===== config.mk =====
export PLATFORM = sky130hd
export DESIGN_NAME = asp_serial_port
export DESIGN_NICKNAME = d
export VERILOG_FILES = /design/src/inc/asp_pkg.sv /design/src/asp_serial_port.sv /design/src/asp_sync2.sv
export VERILOG_INCLUDE_DIRS = /design/src /design/src/inc
export SDC_FILE = /design/constraint.sdc
export NUM_CORES = 1
export LEC_CHECK = 0
export ABC_AREA = 1
export ABC_CLOCK_PERIOD_IN_PS = 4800
export BUFFER_PORTS_ARGS = -buffer_cell sky130_fd_sc_hd__buf_4
export CORE_UTILIZATION = 33
export CTS_BUF_LIST = sky130_fd_sc_hd__clkbuf_4
export DETAILED_ROUTE_END_ITERATION = 16
export PLACE_DENSITY = 0.55
export SYNTH_ARGS = -nofsm -noshare
export SYNTH_HDL_FRONTEND = slang
export SYNTH_SLANG_ARGS = --single-unit

===== constraint.sdc =====
create_clock -name i_ref_clk -period 4.8 [get_ports i_ref_clk]
set_input_delay 0.72 -clock i_ref_clk [delete_from_list [all_inputs] [get_ports i_ref_clk]]
set_output_delay 0.72 -clock i_ref_clk [all_outputs]
set_load 0.1 [all_outputs]

===== src/inc/asp_params.svh =====
// Offsets, field positions, reset values and timing counts of the port
`ifndef ASP_PARAMS_SVH
`define ASP_PARAMS_SVH

// ----------------------------------------------------------------------
// Register addresses (six-bit field of the command byte)
// ----------------------------------------------------------------------
`define ASP_ADDR_STATUS 6'h00
`define ASP_ADDR_CONTROL 6'h01
`define ASP_ADDR_DATA 6'h02

// ----------------------------------------------------------------------
// Command byte layout
// ----------------------------------------------------------------------
`define ASP_CMD_READ_BIT 6

// ----------------------------------------------------------------------
// Converter control fields and reset value
// ----------------------------------------------------------------------
`define ASP_CTRL_RESET 16'h4000
`define ASP_CTRL_WMASK 16'h7fff
`define ASP_REF_VAL_BIT 13
`define ASP_REL_DEL_BIT 12
`define ASP_APPEND_BIT 10
`define ASP_CS_USE_BIT 9
`define ASP_REF_ON_BIT 8

// ----------------------------------------------------------------------
// Status byte fields
// ----------------------------------------------------------------------
`define ASP_ST_NRDY_BIT 7
`define ASP_ST_WFLT_BIT 6
`define ASP_ST_RFLT_BIT 5
`define ASP_ST_CFLT_BIT 4

// ----------------------------------------------------------------------
// Frame lengths in clocks, command byte included
// ----------------------------------------------------------------------
`define ASP_LEN_8 6'd16
`define ASP_LEN_16 6'd24
`define ASP_LEN_24 6'd32

// ----------------------------------------------------------------------
// Output release delay, times in ns and counts at the clock rate
// ----------------------------------------------------------------------
`define ASP_CLK_NS 10
`define ASP_REL_SHORT_NS 10
`define ASP_REL_LONG_NS 100
`define ASP_REL_SHORT_CYC (`ASP_REL_SHORT_NS / `ASP_CLK_NS)
`define ASP_REL_LONG_CYC (`ASP_REL_LONG_NS / `ASP_CLK_NS)

`endif


===== src/inc/asp_pkg.sv =====
// Types shared by the serial port control design
package asp_pkg;
	// Serial frame states, Gray along idle-command-data-done
	typedef enum logic [1:0] {
		ASP_IDLE = 2'b00,
		ASP_CMD = 2'b01,
		ASP_DATA = 2'b11,
		ASP_DONE = 2'b10
	} asp_state_t;
endpackage : asp_pkg


===== src/asp_serial_port.sv =====
// Serial port of the converter with its control register fields
// How it works
// - Append status byte to data reads when set
// - Chip-select-use clear means three-wire, CS only gates the output
// - Three-wire: interface resets on final rising clock
// - Three-wire: output released after final read clock
// - Release timing adjustable by delay select field
// - Appended status lengthens word; host counts it
// - CS high always tristates output, even three-wire
// - Chip-select-use set means four-wire, CS frames
// - Four-wire: interface resets on CS rising
// - Four-wire: output becomes data ready after CS
// - Fault flags only raised in four-wire mode
// - Four-wire: output tristated while CS high
// - Reference on presents selected level at pin
// - Reference-on field resets to zero
// - Delay select: 10 ns or 100 ns release
// - Level select zero high, one low level
`timescale 1ns/100ps
`default_nettype none
`include "asp_params.svh"

module asp_serial_port import asp_pkg::*; (
	input wire logic i_ref_clk,
	input wire logic i_resetn,
	input wire logic i_sclk,
	input wire logic i_cs_n,
	input wire logic i_sdi,
	input wire logic i_drdy_on_dout,
	input wire logic [15:0] i_result,
	input wire logic [3:0] i_channel,
	input wire logic i_result_valid,
	output logic o_sdo,
	output logic o_sdo_oe_n,
	output logic o_int_n,
	output logic o_ref_enable,
	output logic o_ref_low_select,
	output logic o_bipolar
);
	// ------------------------------------------------------------------
	// Pin synchronisers and edge finding
	// ------------------------------------------------------------------
	logic sclk_s, cs_s, sdi_s;
	logic sclk_d_reg, cs_d_reg;
	logic sclk_rise, cs_rise;

	asp_sync2 u_sync_sclk (.i_ref_clk(i_ref_clk), .i_resetn(i_resetn),
		.i_rst_val(1'b1), .i_async(i_sclk), .o_sync(sclk_s));
	asp_sync2 u_sync_cs (.i_ref_clk(i_ref_clk), .i_resetn(i_resetn),
		.i_rst_val(1'b1), .i_async(i_cs_n), .o_sync(cs_s));
	asp_sync2 u_sync_sdi (.i_ref_clk(i_ref_clk), .i_resetn(i_resetn),
		.i_rst_val(1'b0), .i_async(i_sdi), .o_sync(sdi_s));

	// Delayed copies for edge detection
	always_ff @(posedge i_ref_clk) begin
		sclk_d_reg <= i_resetn ? sclk_s : 1'b1;
		cs_d_reg <= i_resetn ? cs_s : 1'b1;
	end

	assign sclk_rise = sclk_s && !sclk_d_reg;
	assign cs_rise = cs_s && !cs_d_reg;

	// ------------------------------------------------------------------
	// State
	// ------------------------------------------------------------------
	asp_state_t state_reg, state_next;
	logic [5:0] cnt_reg, cnt_next;
	logic [7:0] cmd_reg, cmd_next;
	logic [23:0] in_reg, in_next;
	logic [23:0] out_reg, out_next;
	logic [15:0] ctrl_reg, ctrl_next;
	logic [15:0] data_reg, data_next;
	logic [3:0] chan_reg, chan_next;
	logic nrdy_reg, nrdy_next;
	logic [2:0] flt_reg, flt_next;
	logic [3:0] rel_reg, rel_next;

	logic four_wire, active, is_read, final_rise;
	logic [5:0] frame_len;
	logic [5:0] addr;
	logic [7:0] status_byte;
	logic [2:0] flt_set, flt_clr;

	assign four_wire = ctrl_reg[`ASP_CS_USE_BIT];
	assign active = four_wire ? !cs_s : 1'b1;
	assign addr = cmd_reg[5:0];
	assign is_read = cmd_reg[`ASP_CMD_READ_BIT];
	assign status_byte = {nrdy_reg, flt_reg, chan_reg};

	// Frame length from the addressed register and append field
	always_comb begin
		case (addr)
		`ASP_ADDR_CONTROL: frame_len = `ASP_LEN_16;
		`ASP_ADDR_DATA: frame_len = ctrl_reg[`ASP_APPEND_BIT] ?
			`ASP_LEN_24 : `ASP_LEN_16;
		default: frame_len = `ASP_LEN_8;
		endcase
	end

	assign final_rise = sclk_rise && active && state_reg == ASP_DATA &&
		cnt_reg == frame_len - 6'd1;

	// ------------------------------------------------------------------
	// Frame engine: next values
	// ------------------------------------------------------------------
	always_comb begin
		state_next = state_reg;
		cnt_next = cnt_reg;
		cmd_next = cmd_reg;
		in_next = in_reg;
		out_next = out_reg;
		ctrl_next = ctrl_reg;
		rel_next = (rel_reg != 4'h0) ? rel_reg - 4'h1 : 4'h0;
		flt_set = 3'b000;
		flt_clr = 3'b000;
		if (four_wire && cs_rise) begin
			// Chip select rising ends and resets the frame
			state_next = ASP_IDLE;
			cnt_next = 6'd0;
			if (state_reg == ASP_CMD || state_reg == ASP_DATA) begin
				flt_set[0] = 1'b1;
			end
		end else if (sclk_rise && active) begin
			in_next = {in_reg[22:0], sdi_s};
			cnt_next = cnt_reg + 6'd1;
			case (state_reg)
			ASP_IDLE, ASP_CMD: begin
				state_next = ASP_CMD;
				if (cnt_reg == 6'd7) begin
					cmd_next = {in_reg[6:0], sdi_s};
					state_next = ASP_DATA;
					// Snapshot of the read word, left aligned
					case ({in_reg[5:0], sdi_s} & 7'h3f)
					7'(`ASP_ADDR_STATUS): out_next = {status_byte, 16'h0000};
					7'(`ASP_ADDR_CONTROL): out_next = {ctrl_reg, 8'h00};
					7'(`ASP_ADDR_DATA): out_next = {data_reg, status_byte};
					default: out_next = 24'h000000;
					endcase
				end
			end
			ASP_DATA: begin
				out_next = {out_reg[22:0], 1'b0};
				if (final_rise) begin
					if (!is_read && addr == `ASP_ADDR_CONTROL) begin
						ctrl_next = {in_reg[14:0], sdi_s} & `ASP_CTRL_WMASK;
					end else if (!is_read) begin
						flt_set[2] = four_wire;
					end else if (addr > `ASP_ADDR_DATA) begin
						flt_set[1] = four_wire;
					end
					if (is_read && addr == `ASP_ADDR_STATUS) begin
						flt_clr = 3'b111;
					end
					if (four_wire) begin
						state_next = ASP_DONE;
					end else begin
						state_next = ASP_IDLE;
						cnt_next = 6'd0;
						if (is_read) begin
							// Keep driving the output for the selected delay
							rel_next = ctrl_reg[`ASP_REL_DEL_BIT] ?
								4'(`ASP_REL_LONG_CYC) :
								4'(`ASP_REL_SHORT_CYC);
						end
					end
				end
			end
			ASP_DONE: begin
				cnt_next = cnt_reg;
				flt_set[0] = 1'b1;
			end
			default: state_next = ASP_IDLE;
			endcase
		end
		// Set wins over the clear from a status read
		flt_next = (flt_reg & ~flt_clr) | flt_set;
		if (!i_resetn) begin
			state_next = ASP_IDLE;
			cnt_next = 6'd0;
			cmd_next = 8'h00;
			in_next = 24'h000000;
			out_next = 24'h000000;
			ctrl_next = `ASP_CTRL_RESET;
			rel_next = 4'h0;
			flt_next = 3'b000;
		end
	end

	// Frame engine registers
	always_ff @(posedge i_ref_clk) begin
		state_reg <= state_next;
		cnt_reg <= cnt_next;
		cmd_reg <= cmd_next;
		in_reg <= in_next;
		out_reg <= out_next;
		ctrl_reg <= ctrl_next;
		rel_reg <= rel_next;
		flt_reg <= flt_next;
	end

	// ------------------------------------------------------------------
	// Result holding and data ready
	// ------------------------------------------------------------------
	always_comb begin
		data_next = data_reg;
		chan_next = chan_reg;
		nrdy_next = nrdy_reg;
		if (final_rise && is_read && addr == `ASP_ADDR_DATA) begin
			nrdy_next = 1'b1;
		end
		// A new result wins over the read that clears ready
		if (i_result_valid) begin
			data_next = i_result;
			chan_next = i_channel;
			nrdy_next = 1'b0;
		end
		if (!i_resetn) begin
			data_next = 16'h0000;
			chan_next = 4'h0;
			nrdy_next = 1'b1;
		end
	end

	// Result registers
	always_ff @(posedge i_ref_clk) begin
		data_reg <= data_next;
		chan_reg <= chan_next;
		nrdy_reg <= nrdy_next;
	end

	// ------------------------------------------------------------------
	// Pin drive
	// ------------------------------------------------------------------
	logic rd_phase;
	// Four-wire read data stands until chip select rises
	assign rd_phase = ((state_reg == ASP_DATA || state_reg == ASP_DONE) &&
		is_read) || rel_reg != 4'h0;

	// Read data while shifting, data ready between frames
	assign o_sdo = rd_phase ? out_reg[23] : nrdy_reg;
	assign o_sdo_oe_n = cs_s || !(rd_phase ||
		(four_wire && i_drdy_on_dout && state_reg != ASP_DATA));
	assign o_int_n = i_drdy_on_dout ? 1'b1 : nrdy_reg;
	assign o_ref_enable = ctrl_reg[`ASP_REF_ON_BIT];
	assign o_ref_low_select = ctrl_reg[`ASP_REF_VAL_BIT];
	assign o_bipolar = ctrl_reg[14];
endmodule : asp_serial_port

`default_nettype wire


===== src/asp_sync2.sv =====
// Two-flop synchroniser for one pin level
`timescale 1ns/100ps
`default_nettype none

module asp_sync2 (
	input wire logic i_ref_clk,
	input wire logic i_resetn,
	input wire logic i_rst_val,
	input wire logic i_async,
	output logic o_sync
);
	logic meta_reg;
	logic sync_reg;
	logic meta_next;
	logic sync_next;

	// Next values, reset level chosen by the instance
	always_comb begin
		meta_next = i_async;
		sync_next = meta_reg;
		if (!i_resetn) begin
			meta_next = i_rst_val;
			sync_next = i_rst_val;
		end
	end

	// Register stage
	always_ff @(posedge i_ref_clk) begin
		meta_reg <= meta_next;
		sync_reg <= sync_next;
	end

	assign o_sync = sync_reg;
endmodule : asp_sync2

`default_nettype wire


## After elaboration in Yosys (flattened, before gate mapping)

Index checks and enable logic that the tools add are counted.

- Flip-flop bits (word level): 104
- Bits in latches: 0
- Memory bits (writable): 0
- Memory bits (read-only): 0
- Input port bits: 27
- Output and inout bits: 6
- Logic and storage cells: 119
- Memories: 0

- Add/sub/neg operators: 3
- Multipliers: 0
- Div/mod/pow operators: 0
- Magnitude comparators: 1
- Equality and inequality tests: 12
- Shift-type cells: 0
- Mux-type cells: 41
- Bitwise gates (word level): 6
- Reductions and logical operators: 37

Operator list:

| operator | count |
|---|---|
| 24-bit one-hot mux with 3 select lines | 1 |
| 24-bit one-hot mux with 2 select lines | 1 |
| 4-bit two-way mux | 8 |
| 24-bit two-way mux | 1 |
| 6-bit one-hot mux with 2 select lines | 2 |
| 3-bit two-way mux | 6 |
| 6-bit two-way mux | 3 |
| 2-bit two-way mux | 7 |
| 1-bit logical AND | 13 |
| 6-bit by 1-bit equality test with 1-bit output (second input constant) | 2 |
| 6-bit by 2-bit equality test with 1-bit output (second input constant) | 2 |
| 1-bit two-way mux | 11 |
| 4-bit AND reduction | 2 |
| 7-bit zero test | 1 |
| 6-bit by 1-bit adder with 6-bit output (second input constant) | 1 |
| 6-bit by 3-bit equality test with 1-bit output (second input constant) | 1 |
| 6-bit equality test | 1 |
| 6-bit by 2-bit > comparator with 1-bit output (second input constant) | 1 |
| 6-bit zero test | 1 |
| 2-bit inequality test (second input constant) | 3 |
| 6-bit by 1-bit subtractor with 6-bit output (second input constant) | 1 |
| 1-bit zero test | 5 |
| 1-bit logical OR | 5 |
| 5-bit AND reduction | 1 |
| other kinds (14) | 20 |

## Logic depth before layout (Yosys ltp)

- Depth after elaboration: 12
- Mapped depth: 12
- Depth with buffers taken out: 11

## Cells and area by module

Synthesis repeated with hierarchy kept, for this count alone.

- Cells, all modules: 601
- Area, all modules: 4,481.8 um^2

By module, submodules not included:

| module | times used | cells each | area an instance (um^2) | seq. area each (um^2) |
|---|---|---|---|---|
| asp_serial_port | 1 | 577 | 4,286.6 | 1,961.9 |
| asp_sync2 | 3 | 8 | 65.1 | 40.0 |

## Worst setup path after synthesis

Ideal clock, no wire load.

- Path kind: input port to output port
- From: input port i_drdy_on_dout
- To: output port o_sdo_oe_n
- Data arrival time: 2,935 ps
- Required time: 4,080 ps
- Setup slack: 1,145 ps
- Stages on the path: 3
- Buffers on the path: 0
- Cell sequence: inv_1 -> nor3_1 -> o21ai_0

- Cells in the longest elaborated chain, start to end: 5

RTL lines:

| what | RTL line | source |
|---|---|---|
| from (decl) | asp_serial_port.sv:29 | `input wire logic i_drdy_on_dout,` |
| 1-bit logical AND (2 in a row) | asp_serial_port.sv:242 | `(four_wire && i_drdy_on_dout && state_reg != ASP_DATA));` |
| 1-bit logical OR | asp_serial_port.sv:241 | `assign o_sdo_oe_n = cs_s \|\| !(rd_phase \|\|` |
| 1-bit zero test | asp_serial_port.sv:241 |  |
| 1-bit logical OR | asp_serial_port.sv:241 |  |
| to (decl) | asp_serial_port.sv:34 | `output logic o_sdo_oe_n,` |

Every way passes these cells.

## Worst setup path after layout

- From: register state_reg[1]
- To: output port o_sdo_oe_n

- Cells in the longest elaborated chain, start to end: 7
- Elaborated cells on any way between the ends: 10
- Those cells by class: 3 x eq/ne; 7 x reduce/logical

RTL lines:

| what | RTL line | source |
|---|---|---|
| from (decl) | asp_serial_port.sv:66 | `asp_state_t state_reg, state_next;` |
| from (signal assigned) | asp_serial_port.sv:191 | `state_reg <= state_next;` |
| 2-bit equality test | asp_serial_port.sv:236 | `assign rd_phase = ((state_reg == ASP_DATA \|\| state_reg == ASP_DONE) &&` |
| 1-bit logical OR | asp_serial_port.sv:236 |  |
| 1-bit logical AND | asp_serial_port.sv:236 |  |
| 1-bit logical OR | asp_serial_port.sv:237 | `is_read) \|\| rel_reg != 4'h0;` |
| 1-bit logical OR * | asp_serial_port.sv:241 |  |
| 1-bit zero test * | asp_serial_port.sv:241 |  |
| 1-bit logical OR * | asp_serial_port.sv:241 |  |

Mark *: on every way between the ends. The rest lies on a longest branch, timed or not.

==> metrics.txt <==
max_cap viols 0; area of the die 0.0137 mm2; maximum vdd drop 0.107 mV; drt initial violations 312; setup TNS 0 ns; sequential share of the synthesized area 47.7%; max reg flops 24; design area 0.00484 mm2; kind of critical path flip-flop to primary output; cell taking the most area after synthesis dfxtp_1; Post-Route WL 10600 um; endpoints failing setup 0; top_reg_cell synth dfxtp_1; vias in the first global route 3428; crit share post-route 61.2%; Synth Area per Inst 7.43 um2; pin count of the biggest net entering global routing 89; FFs w/ async S/R, synth 0%; Max clock buf depth 2; core footprint 0.0128 mm2; Post-CTS Repair Setup Buffers 0; slowest CP cell nand2_2; net count of the mapped netlist 616; Worst-path clk slew 0.14 ns; area grow syn2layout 10.9%; Tot GR Track Use 16.4%; starting density of the core 34.2%; Synth Instances 588; Area after DPL 0.00469 mm2; Multi-input gate area 0.00188 mm2; commonest cells after routing, fill and taps aside dfxtp_1, o21ai_0, nor2_1, a21oi_1, inv_1; global-route wire length before repair 17100 um; vias per inst 4.87; total grt overflow 0; Reg area 0.00208 mm2; Layout Nets 629; CTS Buf Count 9; Final Util 37.9%; hold crit path type input port to flip-flop; CTS tree yes; ant diodes 0; Synth Register Bits 104; routed length per instance 13.6 um; EDFF count, synth 0; initial antenna violation count 0; Synth area leaders dfxtp_1, o21ai_0, a21oi_1; final clock skew 0.0166 ns; post-route ant nets 0; critical-path cell list nand2_2 > clkinv_4 > nor3_1 > o21ai_0 > buf_4; crit path time final 2.94 ns; WP data arrival 2.22 ns; Fill cells 1347; Worst-Skew Late Latency 0.47 ns; clk root buf clkbuf_4; Critical Path RT 4.08 ns; # hold bufs at CTS 0; slowest stage delay, CP 0.48 ns; Leakage 1.88 nW; I/O pin cnt 33; # DRC 0; share of cells above drive strength 1 11.2%; worst reg-to-reg setup slack 2.15 ns; routed via count 3790; post-CTS sizing 0; RSZ-0062 raised after global routing false; die width 117 um; hpwl dp 7320 um; Yosys cell types 38; CP max FO 34; Worst Tran Pin Value 1.04 ns; Final Hold Viols 0; Netlist Area Pre-Place 0.00437 mm2; commonest non-fill, non-tap cell in the layout dfxtp_1; Startpoint Class flip-flop; GP Congestion 0.815; # H-tree levels 3; Pins Over Slew Limit 0; die height 117 um; number of cell rows 41; fmax 340 MHz; Pwr Density 338 mW/mm2; status complete, no violations; Port Buf Inserts 32; Yosys top cell area share 47.7%; YS warnings 0; Worst slew margin 30.9%; CP Capture Type primary output; CTS Sinks 104; DR pass1 iterations 6
==> stage by stage <==
stage	total power [mW]	setup WS, ns	cells	hold slack, ns
after floorplan	1.09	1.15	588	0.390
after global placement	1.15	2.32	762	0.397
after detailed placement	1.16	2.19	762	0.408
after CTS	1.66	1.85	778	0.388
after global routing	1.72	1.67	778	0.379
final	1.64	1.86	778	0.423
==> critical path, delay by kind of cell, from the launching register on <==
family,cells,cell delay [ns]
flip-flops,1,0.37
AO/OA/AOI/OAI,1,0.12
buffers and inverters,2,0.56
AND/OR/NAND/NOR,2,0.68
==> report_power, final <==
| part | internal, mW | switching, mW |
|---|---|---|
| sequential | 0.893 | 0.0165 |
| clock | 0.227 | 0.277 |
| combinational | 0.0683 | 0.157 |
==> area by class of cell <==
type,instances,area share [%]
Sequential cell,104,43.0
Multi-Input combinational cell,386,38.8
Inverter,67,5.35
Timing Repair Buffer,33,5.11
Tap cell,172,4.44
Clock buffer,12,1.86
Clock inverter,4,1.42
==> cell families after synthesis <==
group	synth area share (%)
buf+inv	9.25
compound gates	24.0
flops	47.7
xor+xnor	0.602
simple gates	18.2
fa+ha+maj	0.286
==> worst paths after layout <==
kind,startpoint,end,cells after the start
min reg2reg,u_sync_sdi.meta_reg$_SDFF_PN0_,u_sync_sdi.o_sync$_SDFF_PN0_,2
max reg2reg,ctrl_reg[9]$_SDFFE_PN0P_,out_reg[8]$_SDFFE_PN0P_,8
max,state_reg[1]$_SDFFE_PP0P_,o_sdo_oe_n,5
min,i_sclk,u_sync_sclk.meta_reg$_SDFF_PN1_,2
==> synthesized netlist by cell type (2+ instances only) <==
cell,n
a21oi_1,80
buf_1,2
buf_2,8
clkbuf_1,19
dfxtp_1,104
inv_1,63
nand2_1,55
nand3_1,13
nand3_2,3
nand4_1,3
nor2_1,80
nor2_2,2
nor2_4,3
nor3_1,8
o211ai_1,3
o21ai_0,102
o22ai_1,13
or2_2,6
xor2_1,2
==> metal layers <==
layer / up-vias / global-route usage, % / routed length [um]
met4: 0 / 7.09 / 193
met1: 1745 / 23.0 / 5350
li1: 1966 / - / -
met5: - / 0 / 0
met2: 66 / 24.7 / 4680
met3: 13 / 2.94 / 335
Power figures use the tool's default switching activity.
